**config.mk**
```make
export PLATFORM = sky130hd
export DESIGN_NAME = flash_read_host
export DESIGN_NICKNAME = d
export VERILOG_FILES = /design/src/flash_host_pkg.sv /design/src/link_clock_divider.sv /design/src/flash_read_host.sv
export SDC_FILE = /design/constraint.sdc
export NUM_CORES = 1
export LEC_CHECK = 0
export BUFFER_PORTS_ARGS = -buffer_cell sky130_fd_sc_hd__buf_2
export CAP_MARGIN = 20
export CORE_MARGIN = 4
export CORE_UTILIZATION = 60
export CTS_CLUSTER_SIZE = 30
export DETAILED_ROUTE_END_ITERATION = 10
export GPL_ROUTABILITY_DRIVEN = 0
export PLACE_DENSITY = 0.81
export SLEW_MARGIN = 20
export SYNTH_ARGS = -nofsm -noshare
export SYNTH_HDL_FRONTEND = slang
export SYNTH_HIERARCHICAL = 1
export SYNTH_SLANG_ARGS = --single-unit
```
**constraint.sdc**
```tcl
create_clock -name aclk -period 5 [get_ports aclk]
set_input_delay 0.5 -clock aclk [delete_from_list [all_inputs] [get_ports aclk]]
set_output_delay 0.5 -clock aclk [all_outputs]
set_load 0.02 [all_outputs]
```
**src/flash_host_pkg.sv**
```systemverilog
// Constants, types and register map for the serial flash host controller.
// Assumes an AXI4-Lite master with 32-bit data and a flash device on a dual-line serial link.
// Summary of operation
// - Host drives protect pin high to leave hardware lock; high pin never locks.
// - Basic read: opcode, 3 address bytes on serial_in, data on falling edges.
// - Host may raise chip select during data to end the read.
// - Fast read: opcode, 3 address bytes, one dummy byte, then data.
// - Dual-edge read: opcode single, address 2 bits per clock, 6 dummy clocks.
// - Dual-edge read carries one bit on rising and next on falling edge.
// - Dual I/O read: address on two lines, 4 dummy cycles, 2-bit data.
// - Dual I/O dual-edge read: 4 bits per clock, 6 dummy clocks.
// - Dual I/O dual-edge read: two bits per edge for address and data.
// - Opcode always goes one bit per clock on a single line.
// - Host sends write enable before every status write; this host issues read frames only and has no status write.
package flash_host_pkg;
   // Register byte offsets
   localparam logic [7:0] CTRL_OFFSET = 8'h00;
   localparam logic [7:0] ADDR_OFFSET = 8'h04;
   localparam logic [7:0] OPC_OFFSET = 8'h08;
   localparam logic [7:0] STATUS_OFFSET = 8'h0C;
   localparam logic [7:0] DATA_OFFSET = 8'h10;
   localparam logic [7:0] DIV_OFFSET = 8'h14;
   // Control and status field positions
   localparam int CTRL_START_BIT = 0;
   localparam int CTRL_MODE_LSB = 1;
   localparam int CTRL_PROTECT_BIT = 4;
   localparam int CTRL_STOP_BIT = 5;
   localparam int STATUS_BUSY_BIT = 0;
   localparam int STATUS_VALID_BIT = 1;
   localparam int STATUS_PIN_BIT = 2;
   // Reset values and response codes
   localparam logic [7:0] OPC_RESET = 8'h03;
   localparam logic [7:0] DIV_RESET = 8'h04;
   localparam logic [31:0] AXI_RESP_OKAY = 32'h0000_0000;
   localparam logic [1:0] RESP_OKAY = 2'h0;
   localparam logic [1:0] RESP_SLVERR = 2'h2;
   // Timing counts in link clocks and address bits
   localparam logic [3:0] FAST_DUMMY_CLOCKS = 4'h8;
   localparam logic [3:0] DTR_DUMMY_CLOCKS = 4'h6;
   localparam logic [3:0] DUAL_DUMMY_CLOCKS = 4'h4;
   localparam logic [3:0] DUAL_DTR_DUMMY_CLOCKS = 4'h6;
   localparam logic [5:0] ADDR_BITS = 6'h18;

   typedef enum logic [2:0]
   {
      READ_BASIC,
      READ_FAST,
      READ_FAST_DTR,
      READ_DUAL_IO,
      READ_DUAL_IO_DTR
   } read_mode_t;

   typedef struct packed
   {
      logic cs_n;
      logic sclk;
      logic [1:0] io_out;
      logic [1:0] io_oe_n;
      logic protect_n;
   } flash_pins_t;
endpackage : flash_host_pkg

```
**src/link_clock_divider.sv**
```systemverilog
// Link clock generator for the flash host.
// Assumes a clock enable that freezes it and a nonzero half-period count.
`timescale 1ns/100ps
module link_clock_divider #(
   parameter int DIV_WIDTH = 8
)
(
   input wire logic aclk,
   input wire logic aresetn,
   input wire logic ce,
   input wire logic run,
   input wire logic [DIV_WIDTH-1:0] half_period,
   output logic sclk,
   output logic rise,
   output logic fall
);
   typedef struct packed
   {
      logic [DIV_WIDTH-1:0] count;
      logic sclk;
   } div_state_t;

   div_state_t state_reg;
   div_state_t state_next;
   logic tick;

   assign tick = run && (state_reg.count + DIV_WIDTH'(1) >= half_period);
   assign sclk = state_reg.sclk;
   // Edges announced one cycle ahead so the shifter acts with the clock
   assign rise = tick && !state_reg.sclk;
   assign fall = tick && state_reg.sclk;

   always_comb
   begin
      state_next = state_reg;
      if (!run)
      begin
         state_next.count = '0;
         state_next.sclk = 1'b0;
      end
      else if (tick)
      begin
         state_next.count = '0;
         state_next.sclk = !state_reg.sclk;
      end
      else
      begin
         state_next.count = state_reg.count + DIV_WIDTH'(1);
      end
   end

   always_ff @(posedge aclk)
   begin
      if (!aresetn)
      begin
         state_reg <= '0;
      end
      else if (ce)
      begin
         state_reg <= state_next;
      end
   end
endmodule : link_clock_divider

```
**src/flash_read_host.sv**
```systemverilog
// Host controller issuing read commands to a serial flash and driving its protect pin.
// Assumes an AXI4-Lite master and a flash device that samples on link clock edges.
//
// Design decisions made here: the placing of the registers and the AXI4-Lite slave port.
`timescale 1ns/100ps
module flash_read_host (
   input wire logic aclk,
   input wire logic aresetn,
   input wire logic ce,
   input wire logic [7:0] s_axi_awaddr,
   input wire logic s_axi_awvalid,
   output logic s_axi_awready,
   input wire logic [31:0] s_axi_wdata,
   input wire logic [3:0] s_axi_wstrb,
   input wire logic s_axi_wvalid,
   output logic s_axi_wready,
   output logic [1:0] s_axi_bresp,
   output logic s_axi_bvalid,
   input wire logic s_axi_bready,
   input wire logic [7:0] s_axi_araddr,
   input wire logic s_axi_arvalid,
   output logic s_axi_arready,
   output logic [31:0] s_axi_rdata,
   output logic [1:0] s_axi_rresp,
   output logic s_axi_rvalid,
   input wire logic s_axi_rready,
   output logic chip_select_n,
   output logic serial_clock,
   input wire logic [1:0] io_in,
   output logic [1:0] io_out,
   output logic [1:0] io_oe_n,
   output logic write_protect_pin
);
   typedef enum logic [2:0]
   {
      ST_IDLE,
      ST_OPCODE,
      ST_ADDR,
      ST_DUMMY,
      ST_DATA,
      ST_END
   } phase_t;

   typedef struct packed
   {
      phase_t phase;
      flash_host_pkg::read_mode_t mode;
      logic [7:0] opcode;
      logic [23:0] addr;
      logic [31:0] shift;
      logic [5:0] bits_left;
      logic [3:0] dummy_left;
      logic [7:0] rx_byte;
      logic [3:0] rx_count;
      logic [7:0] data;
      logic data_valid;
      logic [7:0] div;
      logic protect;
      logic stop;
      logic start;
      flash_host_pkg::flash_pins_t pins;
      logic [1:0] io_meta;
      logic [1:0] io_sync;
      logic aw_taken;
      logic w_taken;
      logic [7:0] aw_addr;
      logic [31:0] w_data;
      logic bvalid;
      logic [1:0] bresp;
      logic rvalid;
      logic [1:0] rresp;
      logic [31:0] rdata;
   } host_state_t;

   host_state_t state_reg;
   host_state_t state_next;
   logic link_run;
   logic sclk_rise;
   logic sclk_fall;
   logic sclk_level;

   // Bits moved per link edge, by mode
   function automatic logic [2:0] lane_width(input flash_host_pkg::read_mode_t m);
      case (m)
         flash_host_pkg::READ_DUAL_IO, flash_host_pkg::READ_DUAL_IO_DTR: lane_width = 3'h2;
         default: lane_width = 3'h1;
      endcase
   endfunction : lane_width

   function automatic logic is_dtr(input flash_host_pkg::read_mode_t m);
      is_dtr = (m == flash_host_pkg::READ_FAST_DTR) || (m == flash_host_pkg::READ_DUAL_IO_DTR);
   endfunction : is_dtr

   function automatic logic [3:0] dummy_count(input flash_host_pkg::read_mode_t m);
      case (m)
         flash_host_pkg::READ_FAST: dummy_count = flash_host_pkg::FAST_DUMMY_CLOCKS;
         flash_host_pkg::READ_FAST_DTR: dummy_count = flash_host_pkg::DTR_DUMMY_CLOCKS;
         flash_host_pkg::READ_DUAL_IO: dummy_count = flash_host_pkg::DUAL_DUMMY_CLOCKS;
         flash_host_pkg::READ_DUAL_IO_DTR: dummy_count = flash_host_pkg::DUAL_DTR_DUMMY_CLOCKS;
         default: dummy_count = 4'h0;
      endcase
   endfunction : dummy_count

   link_clock_divider #(
      .DIV_WIDTH(8)
   ) u_divider (
      .aclk(aclk),
      .aresetn(aresetn),
      .ce(ce),
      .run(link_run),
      .half_period(state_reg.div),
      .sclk(sclk_level),
      .rise(sclk_rise),
      .fall(sclk_fall)
   );

   // Clock runs for the whole frame; stopping it mid-opcode would stall the sequencer
   assign link_run = (state_reg.phase != ST_IDLE) && (state_reg.phase != ST_END);

   assign chip_select_n = state_reg.pins.cs_n;
   assign serial_clock = sclk_level;
   assign io_out = state_reg.pins.io_out;
   assign io_oe_n = state_reg.pins.io_oe_n;
   assign write_protect_pin = state_reg.pins.protect_n;
   assign s_axi_awready = !state_reg.aw_taken && !state_reg.bvalid;
   assign s_axi_wready = !state_reg.w_taken && !state_reg.bvalid;
   assign s_axi_bvalid = state_reg.bvalid;
   assign s_axi_bresp = state_reg.bresp;
   assign s_axi_arready = !state_reg.rvalid;
   assign s_axi_rvalid = state_reg.rvalid;
   assign s_axi_rdata = state_reg.rdata;
   assign s_axi_rresp = state_reg.rresp;

   always_comb
   begin
      logic [7:0] waddr;
      logic [31:0] wdata;
      logic [2:0] w;
      logic edge_out;
      logic edge_in;
      logic [7:0] nb;
      waddr = '0;
      wdata = '0;
      w = lane_width(state_reg.mode);
      edge_out = is_dtr(state_reg.mode) ? (sclk_rise || sclk_fall) : sclk_fall;
      edge_in = is_dtr(state_reg.mode) ? (sclk_rise || sclk_fall) : sclk_rise;
      nb = state_reg.rx_byte;
      state_next = state_reg;
      state_next.io_meta = io_in;
      state_next.io_sync = state_reg.io_meta;
      state_next.start = 1'b0;
      // Protect level reaches the pin inverted, one clock later through the pin register; lock exits only when driven high
      state_next.pins.protect_n = !state_reg.protect;

      // AXI write channel
      if (s_axi_awvalid && s_axi_awready)
      begin
         state_next.aw_taken = 1'b1;
         state_next.aw_addr = s_axi_awaddr;
      end
      if (s_axi_wvalid && s_axi_wready)
      begin
         state_next.w_taken = 1'b1;
         state_next.w_data = s_axi_wdata;
      end
      if (state_reg.aw_taken && state_reg.w_taken)
      begin
         waddr = state_reg.aw_addr;
         wdata = state_reg.w_data;
         state_next.aw_taken = 1'b0;
         state_next.w_taken = 1'b0;
         state_next.bvalid = 1'b1;
         state_next.bresp = flash_host_pkg::RESP_OKAY;
         case (waddr)
            flash_host_pkg::CTRL_OFFSET:
            begin
               state_next.start = wdata[flash_host_pkg::CTRL_START_BIT];
               state_next.protect = wdata[flash_host_pkg::CTRL_PROTECT_BIT];
               state_next.stop = wdata[flash_host_pkg::CTRL_STOP_BIT];
               if (state_reg.phase == ST_IDLE)
               begin
                  state_next.mode = flash_host_pkg::read_mode_t'(
                     wdata[flash_host_pkg::CTRL_MODE_LSB +: 3]);
               end
            end
            flash_host_pkg::ADDR_OFFSET:
            begin
               if (state_reg.phase == ST_IDLE)
               begin
                  state_next.addr = wdata[23:0];
               end
            end
            flash_host_pkg::OPC_OFFSET: state_next.opcode = wdata[7:0];
            flash_host_pkg::DIV_OFFSET:
            begin
               state_next.div = (wdata[7:0] == 8'h00) ? 8'h01 : wdata[7:0];
            end
            flash_host_pkg::STATUS_OFFSET, flash_host_pkg::DATA_OFFSET: ;
            default: state_next.bresp = flash_host_pkg::RESP_SLVERR;
         endcase
      end
      if (state_reg.bvalid && s_axi_bready)
      begin
         state_next.bvalid = 1'b0;
      end

      // AXI read channel; a data read consumes the byte
      if (s_axi_arvalid && s_axi_arready)
      begin
         state_next.rvalid = 1'b1;
         state_next.rresp = flash_host_pkg::RESP_OKAY;
         state_next.rdata = '0;
         case (s_axi_araddr)
            flash_host_pkg::CTRL_OFFSET:
            begin
               state_next.rdata[flash_host_pkg::CTRL_MODE_LSB +: 3] = state_reg.mode;
               state_next.rdata[flash_host_pkg::CTRL_PROTECT_BIT] = state_reg.protect;
            end
            flash_host_pkg::ADDR_OFFSET: state_next.rdata[23:0] = state_reg.addr;
            flash_host_pkg::OPC_OFFSET: state_next.rdata[7:0] = state_reg.opcode;
            flash_host_pkg::STATUS_OFFSET:
            begin
               state_next.rdata[flash_host_pkg::STATUS_BUSY_BIT] = state_reg.phase != ST_IDLE;
               state_next.rdata[flash_host_pkg::STATUS_VALID_BIT] = state_reg.data_valid;
               state_next.rdata[flash_host_pkg::STATUS_PIN_BIT] = state_reg.pins.protect_n;
            end
            flash_host_pkg::DATA_OFFSET:
            begin
               state_next.rdata[7:0] = state_reg.data;
               state_next.data_valid = 1'b0;
            end
            flash_host_pkg::DIV_OFFSET: state_next.rdata[7:0] = state_reg.div;
            default: state_next.rresp = flash_host_pkg::RESP_SLVERR;
         endcase
      end
      if (state_reg.rvalid && s_axi_rready)
      begin
         state_next.rvalid = 1'b0;
      end

      // Link sequencer
      case (state_reg.phase)
         ST_IDLE:
         begin
            state_next.pins.cs_n = 1'b1;
            state_next.pins.io_oe_n = 2'h3;
            if (state_reg.start)
            begin
               state_next.pins.cs_n = 1'b0;
               state_next.pins.io_oe_n = 2'h2;
               state_next.pins.io_out = {1'b0, state_reg.opcode[7]};
               state_next.shift = {state_reg.opcode[6:0], 25'h0};
               state_next.bits_left = 6'h07;
               state_next.stop = 1'b0;
               state_next.data_valid = 1'b0;
               state_next.phase = ST_OPCODE;
            end
         end
         ST_OPCODE:
         begin
            // Opcode always single line, one bit per clock
            if (sclk_fall)
            begin
               if (state_reg.bits_left != 6'h0)
               begin
                  state_next.pins.io_out = {1'b0, state_reg.shift[31]};
                  state_next.shift = {state_reg.shift[30:0], 1'b0};
                  state_next.bits_left = state_reg.bits_left - 6'h01;
               end
               else
               begin
                  state_next.shift = {state_reg.addr, 8'h00};
                  state_next.bits_left = flash_host_pkg::ADDR_BITS;
                  state_next.phase = ST_ADDR;
                  if (w == 3'h2)
                  begin
                     state_next.pins.io_oe_n = 2'h0;
                     state_next.pins.io_out = state_reg.addr[23:22];
                     state_next.shift = {state_reg.addr[21:0], 10'h0};
                     state_next.bits_left = flash_host_pkg::ADDR_BITS - 6'h02;
                  end
                  else
                  begin
                     state_next.pins.io_out = {1'b0, state_reg.addr[23]};
                     state_next.shift = {state_reg.addr[22:0], 9'h0};
                     state_next.bits_left = flash_host_pkg::ADDR_BITS - 6'h01;
                  end
               end
            end
         end
         ST_ADDR:
         begin
            // Address shifts on falling edges, or both edges in dual-edge modes
            if (edge_out)
            begin
               if (state_reg.bits_left != 6'h0)
               begin
                  if (w == 3'h2)
                  begin
                     state_next.pins.io_out = state_reg.shift[31:30];
                     state_next.shift = {state_reg.shift[29:0], 2'h0};
                     state_next.bits_left = state_reg.bits_left - 6'h02;
                  end
                  else
                  begin
                     state_next.pins.io_out = {1'b0, state_reg.shift[31]};
                     state_next.shift = {state_reg.shift[30:0], 1'b0};
                     state_next.bits_left = state_reg.bits_left - 6'h01;
                  end
               end
               else
               begin
                  state_next.dummy_left = dummy_count(state_reg.mode);
                  state_next.rx_count = 4'h0;
                  state_next.rx_byte = 8'h00;
                  state_next.pins.io_out = 2'h0;
                  // Dual modes release both lines so the device can take over
                  state_next.pins.io_oe_n = (w == 3'h2) ? 2'h3 : 2'h2;
                  state_next.phase = (dummy_count(state_reg.mode) == 4'h0) ? ST_DATA : ST_DUMMY;
               end
            end
         end
         ST_DUMMY:
         begin
            // Dummy counted in link clocks, on the rising edge
            if (sclk_rise)
            begin
               state_next.dummy_left = state_reg.dummy_left - 4'h1;
               if (state_reg.dummy_left == 4'h1)
               begin
                  state_next.phase = ST_DATA;
               end
            end
         end
         ST_DATA:
         begin
            if (edge_in)
            begin
               if (w == 3'h2)
               begin
                  nb = {state_reg.rx_byte[5:0], state_reg.io_sync};
               end
               else
               begin
                  nb = {state_reg.rx_byte[6:0], state_reg.io_sync[1]};
               end
               state_next.rx_byte = nb;
               state_next.rx_count = state_reg.rx_count + {1'b0, w};
               if (state_reg.rx_count + {1'b0, w} >= 4'h8)
               begin
                  state_next.data = nb;
                  state_next.data_valid = 1'b1;
                  state_next.rx_count = 4'h0;
                  state_next.addr = state_reg.addr + 24'h000001;
                  if (state_reg.stop)
                  begin
                     state_next.phase = ST_END;
                  end
               end
            end
            if (state_reg.stop && state_reg.rx_count == 4'h0 && !edge_in)
            begin
               state_next.phase = ST_END;
            end
         end
         ST_END:
         begin
            state_next.pins.cs_n = 1'b1;
            state_next.pins.io_oe_n = 2'h3;
            state_next.phase = ST_IDLE;
         end
         default: state_next.phase = ST_IDLE;
      endcase
   end

   always_ff @(posedge aclk)
   begin
      if (!aresetn)
      begin
         state_reg <= '0;
         state_reg.phase <= ST_IDLE;
         state_reg.mode <= flash_host_pkg::READ_BASIC;
         state_reg.opcode <= flash_host_pkg::OPC_RESET;
         state_reg.div <= flash_host_pkg::DIV_RESET;
         state_reg.pins.cs_n <= 1'b1;
         state_reg.pins.io_oe_n <= 2'h3;
         state_reg.pins.protect_n <= 1'b1;
      end
      else if (ce)
      begin
         state_reg <= state_next;
      end
   end
endmodule : flash_read_host

```
==> results of run 1 <==
## area by class of cell
type	instances	share of cell area (%)
Tap cell	220	2.53
Clock buffer	18	3.94
Timing Repair Buffer	106	5.30
Multi-Input combinational cell	872	52.0
Clock inverter	14	1.48
Inverter	32	1.14
Sequential cell	183	33.6
## cell families (layout without fill, tap and decap cells)
| kind of cell | Yosys count | count (layout) |
|---|---|---|
| AO/OA/AOI/OAI | 362 | 362 |
| XOR/XNOR | 13 | 13 |
| adder cells (fa/ha/maj) | 17 | 17 |
| buffers and inverters | 167 | 170 |
| flip-flops | 183 | 183 |
| multiplexers | 57 | 57 |
| other | 1 | 10 |
| AND/OR/NAND/NOR | 413 | 413 |
## metrics by stage
step                std cells  worst slack [ps]  util [%]  power [W]  cell area [µm²]
floorplan                1222              1140         -    0.00165            10200
global placement         1413               906      61.9    0.00170            10300
detailed placement       1413               830      61.9    0.00171            10300
CTS                      1445               786      65.4    0.00304            10900
global route             1445               386      65.5    0.00312            10900
finish                   1445               700      65.5    0.00304            10900
## power by group through the flow
| stage | clock network [W] | logic (W) | registers, W |
|---|---|---|---|
| 2_1_floorplan | 0 | 0.000130 | 0.00152 |
| 3_3_place_gp | 0 | 0.000170 | 0.00153 |
| 3_5_place_dp | 0 | 0.000172 | 0.00153 |
| 4_1_cts | 0.00136 | 0.000173 | 0.00150 |
| 5_1_grt | 0.00143 | 0.000191 | 0.00150 |
| 6_report | 0.00136 | 0.000176 | 0.00150 |
## worst max-delay path, cell delays in order, from the launching register on
cell and delay [ps]:
dfxtp_1 420, and3_1 180, nand3_1 130, or2_2 340
xnor2_1 230, ha_1 310, and3_2 230, a221oi_2 310
inv_1 60, o21ai_0 320, nor2_1 120, buf_4 170
nor4b_4 270, o21ai_0 210, a22oi_1 470, nor2_1 140
o221a_2 290
## worst max path at each step
stage,start,end,slack (ps),depth (start not counted)
global route,u_divider/state_reg[1],state_reg[125],390,16
global placement,u_divider/state_reg[1],state_reg[124],910,16
CTS,u_divider/state_reg[1],state_reg[124],790,16
floorplan,u_divider/state_reg[1],state_reg[187],1140,17
detailed placement,u_divider/state_reg[1],state_reg[124],830,16
finish,u_divider/state_reg[1],state_reg[124],700,16
## cell usage in the layout (no fill, tap or decap), types with 13 or more instances in the layout
| master | netlist | routed |
|---|---|---|
| buf_2 | 25 | 87 |
| ha_1 | 16 | 16 |
| a21oi_1 | 97 | 97 |
| nand4_1 | 13 | 13 |
| nand2_1 | 134 | 134 |
| a222oi_1 | 21 | 21 |
| a31oi_1 | 24 | 24 |
| a22oi_1 | 25 | 25 |
| nor3_1 | 16 | 16 |
| a22o_1 | 15 | 15 |
| mux2i_1 | 39 | 39 |
| inv_1 | 29 | 28 |
| mux2_2 | 16 | 16 |
| nor2_1 | 101 | 101 |
| clkbuf_16 | 0 | 17 |
| buf_4 | 51 | 19 |
| nand3_1 | 32 | 31 |
| and3_1 | 17 | 17 |
| dfxtp_1 | 183 | 183 |
| o21ai_0 | 70 | 70 |
## metal layers
| layer | vias up | global-route usage, % |
|---|---|---|
| li1 | 4422 | - |
| met1 | 4514 | 37.5 |
| met2 | 505 | 43.6 |
| met3 | 79 | 6.56 |
| met4 | 0 | 10.4 |
| met5 | - | 0 |
==> reports/qor.csv, run 1 <==
metric;value;unit
share of post-route cells with drive strength above 1;17.0;%
Comb power frac;5.8;%
Resized cells post-CTS;0;
worst hold path depth;2;
reg-to-reg startpoint;u_divider/state_reg[1];
Num CTS Buffers;17;
WL met3;2.52;mm
Post-DRT Antenna Nets;0;
P&R area growth vs syn;6.82;%
top cell type's share of synthesized area;35.9;%
multi-input logic area;5670;µm²
synth top area cells;dfxtp_1, nand2_1, a21oi_1;
postcts setup bufs;0;
EDFF count, synth;0;
post-synthesis cell area;10200;µm²
synthesized area per cell;8.41;µm²
FP Rows;47;
FF-to-FF path depth;16;
top sig layer;met4;
Power Density;279;nW/µm²
CP Launch Type;flip-flop;
count leader, synth;dfxtp_1;
clock buffer depth;2;
H-tree Lvls;4;
fraction of registers with async set/reset;0;%
Horiz. Die Dim;138;µm
Clock Latency Late Sink;440;ps
filler instances;1378;
Rel. slew slack;39.2;%
WS Path Type;flip-flop to flip-flop;
Starting Density;61.3;%
die height;138;µm
Worst Tran Pin Value;911;ps
global-route wire length before repair;44.6;mm
cell at the root of the clock tree;clkbuf_16;
Final Hold Viols;0;
Setup TNS;0;ps
Hold Path End;s_axi_bvalid;
Final Max Tran Viols;0;
Ports;110;
P_int;0.00225;W
Req. time, crit path;5330;ps
GRT Total Usage;27.8;%
Peak VDD IR;0.000235;V
Synth Area in Adders;2.16;%
Ys Warns;6;
clk sink count;183;
post-synth cell types;102;
CTS tree;yes;
largest net degree at the start of global routing;75;
GRT overflow;0;
core footprint;16600;µm²
fraction of synthesized cell area in xor and xnor cells;1.12;%
status;finished, final reports clean;
Sw Ratio;26.0;%
register area share after synthesis;35.9;%
dominant synthesized flop cell;dfxtp_1;
final wirelength;27.8;mm
area fraction in compound gates after synthesis;24.4;%
# setup viols final;0;
capturing element type of the critical path;flip-flop;
Post-Synthesis Cells;1213;
hold slack;268;ps
Reg-to-Reg End;state_reg[124];
WL met1;11.9;mm
sequential share of power;49.5;%
cts hold-fix bufs;0;
# nets final;1291;
clk_skew;11.1;ps
largest family of logic cells by synthesized area;compound AO/OA/AOI/OAI gates;
vias in the first global route;8671;
DRT Pass-1 Iters;8;
Die ar.;19200;µm²
port bufs;87;
Starting DRT DRC Count;1069;
area leader, netlist;dfxtp_1;
Post-Synth Simple-Gate Area;21.3;%
reg2reg setup slack;700;ps
period utilisation layout;86.0;%
fmax;233;MHz
multiplexer share of the synthesized area;6.03;%
clock power share;44.7;%
RSZ-0062 raised after global routing;false;
ant diodes;0;
crit path DAT;4630;ps
final critical-path required period;4300;ps
met2 WL post-DR;12.6;mm
Avg WL per Cell;19.3;µm
maxcap violations;0;
Net Sw Power;0.000790;W
Yosys reg bits;183;
Via-to-Cell Ratio;6.59;
min-delay src;s_axi_bready;
initial antenna violation count;0;
Pleak;4.09;nW
DRC;0;
top cells by count, synth;dfxtp_1, nand2_1, nor2_1;
Crit Path Max Fanout;6;
Vias;9520;
max reg flops;138;
min-delay worst type;primary input to flip-flop;
Clock transition at path regs;70;ps
FF/Latch Area;3660;µm²
DPL Wire Length;18.7;mm
(Power assumes the default switching activity.)
==> inputs of run 2 (changes only) <==
--- a/config.mk
+++ b/config.mk
@@ -13,6 +13,7 @@
 export DETAILED_ROUTE_END_ITERATION = 10
 export GPL_ROUTABILITY_DRIVEN = 0
 export PLACE_DENSITY = 0.81
+export SKIP_LAST_GASP = 1
 export SLEW_MARGIN = 20
 export SYNTH_ARGS = -nofsm -noshare
 export SYNTH_HDL_FRONTEND = slang
==> constraint.sdc (replaced) <==
create_clock -name aclk -period 5 [get_ports aclk]
set_input_delay 1 -clock aclk [delete_from_list [all_inputs] [get_ports aclk]]
set_output_delay 1 -clock aclk [all_outputs]
set_load 0.02 [all_outputs]
==> run 2 against run 1 <==
Against the previous run:
- global-route usage barely moved
- sequential share of layout area fell by 0.15 points
- combinational power barely moved
- worst hold slack improved by 190 ps
- die area did not move
- total power rose by 0.17%
- worst setup slack got worse by 120 ps
- via count fell by 0.77%
- critical path depth did not move
==> reports/qor.csv, run 2 (synthesis results as in run 1) <==
metric;value;unit
status;finished, final reports clean;
FP Rows;47;
Net Sw Power;0.000778;W
vias in the first global route;8743;
port bufs;87;
commonest non-fill, non-tap cell in the layout;dfxtp_1;
ant diodes;0;
Final Hold Viols;0;
clock power share;44.8;%
# setup viols final;0;
capturing element type of the critical path;flip-flop;
Post-DRT Antenna Nets;0;
crit path DAT;4740;ps
cell at the root of the clock tree;clkbuf_16;
Horiz. Die Dim;138;µm
DRT Pass-1 Iters;5;
Setup TNS;0;ps
cts hold-fix bufs;0;
P_int;0.00226;W
Final Max Tran Viols;0;
clock buffer depth;2;
sequential share of power;49.4;%
CTS tree;yes;
Die ar.;19200;µm²
final core occ;65.8;%
clk sink count;183;
DPL Wire Length;18.7;mm
Clock Latency Late Sink;430;ps
postcts setup bufs;0;
Pleak;4.11;nW
min-delay worst type;flip-flop to flip-flop;
DRC;0;
P&R area growth vs syn;7.29;%
max reg flops;138;
fmax;226;MHz
Via-to-Cell Ratio;6.52;
Num CTS Buffers;17;
clk_skew;10.9;ps
Avg WL per Cell;19.1;µm
GRT Total Usage;27.8;%
Comb power frac;5.8;%
RSZ-0062 raised after global routing;false;
core footprint;16600;µm²
global-route wire length before repair;44.7;mm
Starting Density;61.3;%
Sw Ratio;25.6;%
Clock transition at path regs;70;ps
Worst Tran Pin Value;921;ps
initial antenna violation count;0;
largest net degree at the start of global routing;73;
Req. time, crit path;5320;ps
Peak VDD IR;0.000256;V
H-tree Lvls;4;
Resized cells post-CTS;0;
die height;138;µm
Crit Path Max Fanout;6;
Starting DRT DRC Count;1042;
CP Launch Type;flip-flop;
# nets final;1295;
GRT overflow;0;
WS Path Type;flip-flop to flip-flop;
share of post-route cells with drive strength above 1;17.2;%
final critical-path required period;4420;ps
filler instances;1355;
Power Density;278;nW/µm²
Vias;9447;
period utilisation layout;88.5;%
final wirelength;27.6;mm
hold slack;454;ps
most frequent cells in the layout;dfxtp_1, nand2_1, nor2_1;
Rel. slew slack;38.4;%
maxcap violations;0;
Ports;110;
run 2: cell types whose count changed in the layout (fill, tap and decap cells not counted):
cell / delta
buf_12: +1
buf_4: +3
clkbuf_8: +1
clkinv_2: -1
clkinvlp_4: -1
inv_6: +1
nand3_1: +1
nand3_2: -1
run 2: area by class of cell:
class | instances | area, µm² | area share [%]
Multi-Input combinational cell | 872 | 5660 | 51.7
Sequential cell | 183 | 3660 | 33.5
Timing Repair Buffer | 110 | 621 | 5.67
Clock buffer | 19 | 443 | 4.05
Tap cell | 220 | 275 | 2.52
Clock inverter | 13 | 158 | 1.44
Inverter | 32 | 124 | 1.13
run 2: path summary, 6_finish.rpt:
| path | from | to | slack [ps] | depth (start not counted) |
|---|---|---|---|---|
| setup reg to reg | u_divider/state_reg[1] | state_reg[124] | 580 | 16 |
| hold / removal | state_reg[53] | state_reg[53] | 450 | 2 |
| hold reg to reg | state_reg[53] | state_reg[53] | 450 | 2 |
| setup / recovery | u_divider/state_reg[1] | state_reg[124] | 580 | 16 |
run 2: metal layers:
metal / GRT usage (%) / vias up / wire length [µm]
met5: 0 / - / 0
li1: - / 4421 / -
met3: 5.59 / 60 / 2540
met1: 38.0 / 4461 / 11900
met2: 44.0 / 505 / 12500
met4: 9.78 / 0 / 725
run 2: power by group through the flow:
stage	Combinational [W]	Clock, W	Sequential, W
2_1_floorplan	0.000130	0	0.00152
3_3_place_gp	0.000171	0	0.00153
3_5_place_dp	0.000172	0	0.00153
4_1_cts	0.000173	0.00137	0.00150
5_1_grt	0.000192	0.00144	0.00150
6_report	0.000176	0.00136	0.00150
run 2: worst max-delay path, cell delays in order, from the launching register on:
cell and delay, ps:
dfxtp_1 440, and3_1 190, nand3_1 140, or2_2 340, xnor2_1 220, ha_1 300
and3_2 220, a221oi_2 300, inv_1 70, o21ai_0 340, nor2_1 160, buf_4 180
nor4b_4 270, o21ai_0 210, a22oi_1 480, nor2_1 150, o221a_2 290
run 2: per-stage QoR:
step	setup WS [ps]	power, W	std cells	area, µm²
after floorplan	1140	0.00165	1222	10200
after global placement	857	0.00170	1417	10300
after detailed placement	795	0.00171	1417	10300
after CTS	644	0.00304	1449	10900
after global routing	229	0.00314	1449	10900
final	577	0.00304	1449	10900
==> inputs of run 3 (changes only) <==
--- a/config.mk
+++ b/config.mk
@@ -12,6 +12,7 @@
 export CTS_CLUSTER_SIZE = 30
 export DETAILED_ROUTE_END_ITERATION = 10
 export GPL_ROUTABILITY_DRIVEN = 0
+export MAX_ROUTING_LAYER = met4
 export PLACE_DENSITY = 0.81
 export SKIP_LAST_GASP = 1
 export SLEW_MARGIN = 20
==> run 3 against run 2 <==
Against the previous run:
- critical path depth stayed put
- sequential cell count stayed put
- critical endpoint unchanged
- cell count stayed put
- wire length hardly changed
==> reports/qor.csv, run 3 (synthesis results as in run 1) <==
metric;value;unit
Setup TNS;0;ps
CTS tree;yes;
DRT Pass-1 Iters;6;
reg-to-reg startpoint;u_divider/state_reg[1];
worst hold path depth;2;
global-route wire length before repair;44.8;mm
final critical-path required period;4460;ps
DPL Wire Length;18.7;mm
critical path's slowest cell;a22oi_1;
# setup viols final;0;
WS Path Type;flip-flop to flip-flop;
capturing element type of the critical path;flip-flop;
Final Max Tran Viols;0;
Reg-to-Reg End;state_reg[124];
Peak VDD IR;0.000255;V
Pleak;4.11;nW
filler instances;1355;
RSZ-0062 raised after global routing;false;
Avg WL per Cell;19.1;µm
Clock Latency Late Sink;440;ps
Power Density;278;nW/µm²
Ports;110;
min-delay worst type;flip-flop to flip-flop;
vias in the first global route;8753;
crit-path cells;and3_1, nand3_1, or2_2, xnor2_1, ha_1, and3_2, a221oi_2, inv_1, o21ai_0, nor2_1, buf_4, nor4b_4, o21ai_0, a22oi_1, nor2_1, o221a_2;
port bufs;87;
Clock transition at path regs;70;ps
Worst path max stage delay;480;ps
share of post-route cells with drive strength above 1;17.2;%
Via-to-Cell Ratio;6.56;
Starting DRT DRC Count;1017;
largest net degree at the start of global routing;73;
GRT Total Usage;28.7;%
Worst Tran Pin Value;935;ps
Hold Path End;state_reg[53];
CP Launch Type;flip-flop;
FF-to-FF path depth;16;
H-tree Lvls;4;
period utilisation layout;89.1;%
min-delay src;state_reg[53];
Resized cells post-CTS;0;
clock buffer depth;2;
initial antenna violation count;0;
P&R area growth vs syn;7.29;%
Die ar.;19200;µm²
cell at the root of the clock tree;clkbuf_16;
FP Rows;47;
crit path DAT;4780;ps
core footprint;16600;µm²
reg2reg setup slack;540;ps
most frequent cells in the layout;dfxtp_1, nand2_1, nor2_1;
final wirelength;27.7;mm
fmax;224;MHz
Setup WS post-layout;544;ps
die height;138;µm
clk_skew;11.9;ps
DRC;0;
clk sink count;183;
Starting Density;61.3;%
Horiz. Die Dim;138;µm
maxcap violations;0;
Req. time, crit path;5320;ps
cts hold-fix bufs;0;
Post-DRT Antenna Nets;0;
commonest non-fill, non-tap cell in the layout;dfxtp_1;
Num CTS Buffers;17;
Final Cell Area;10900;µm²
Place WS;795;ps
# nets final;1295;
status;finished, final reports clean;
Post-DP Area;10300;µm²
Rel. slew slack;37.6;%
max reg flops;138;
Final Hold Viols;0;
postcts setup bufs;0;
ant diodes;0;
total power draw;0.00304;W
GRT overflow;0;
Vias;9507;
Crit Path Max Fanout;6;
## run 3: how the worst max path moves through the flow
stage	startpoint	to	slack [ps]	cells past startpoint
floorplan	u_divider/state_reg[1]	state_reg[187]	1140	17
finish	u_divider/state_reg[1]	state_reg[124]	540	16
global placement	u_divider/state_reg[1]	state_reg[124]	860	16
detailed placement	u_divider/state_reg[1]	state_reg[124]	790	16
global route	u_divider/state_reg[1]	state_reg[120]	230	15
CTS	u_divider/state_reg[1]	state_reg[124]	640	16
## run 3: worst max-delay path: cells and delay by family (launching register included)
family | cells | cell delay (ps)
DFF | 1 | 430
and+or+nand+nor | 7 | 1500
AOI/OAI and AO/OA | 5 | 1650
buffers and inverters | 2 | 250
xor gates and xnor gates | 1 | 220
adders and majority gates | 1 | 300
## run 3: report_power, final
part	total (W)	internal, W	switching, W	leakage, nW
Combinational	0.000176	0.0000588	0.000117	2.35
Clock	0.00137	0.000727	0.000639	0.288
Sequential	0.00150	0.00148	0.0000236	1.48
## run 3: through the flow
stage	util [%]	hold slack, ps	std cells
6_report	65.8	454	1449
5_1_grt	65.8	478	1449
4_1_cts	65.8	457	1449
3_5_place_dp	62.2	447	1417
3_3_place_gp	62.2	442	1417
2_1_floorplan	-	430	1222
## run 3: per-layer routing
| layer | wire length (µm) | track usage [%] | share of wire, % | vias to the layer above |
|---|---|---|---|---|
| li1 | - | - | - | 4434 |
| met1 | 12100 | 38.4 | 44 | 4521 |
| met2 | 12400 | 43.8 | 45 | 488 |
| met3 | 2320 | 5.28 | 8.4 | 64 |
| met4 | 769 | 9.93 | 2.8 | 0 |
| met5 | 0 | - | 0 | - |
## run 3: cell type report
class | count | area [µm²] | share of cell area (%)
multi-input combinational | 872 | 5660 | 51.7
sequential | 183 | 3660 | 33.5
timing repair buffer | 110 | 621 | 5.67
clock buffer | 19 | 443 | 4.05
tap | 220 | 275 | 2.52
clock inverter | 13 | 158 | 1.44
inverter | 32 | 124 | 1.13
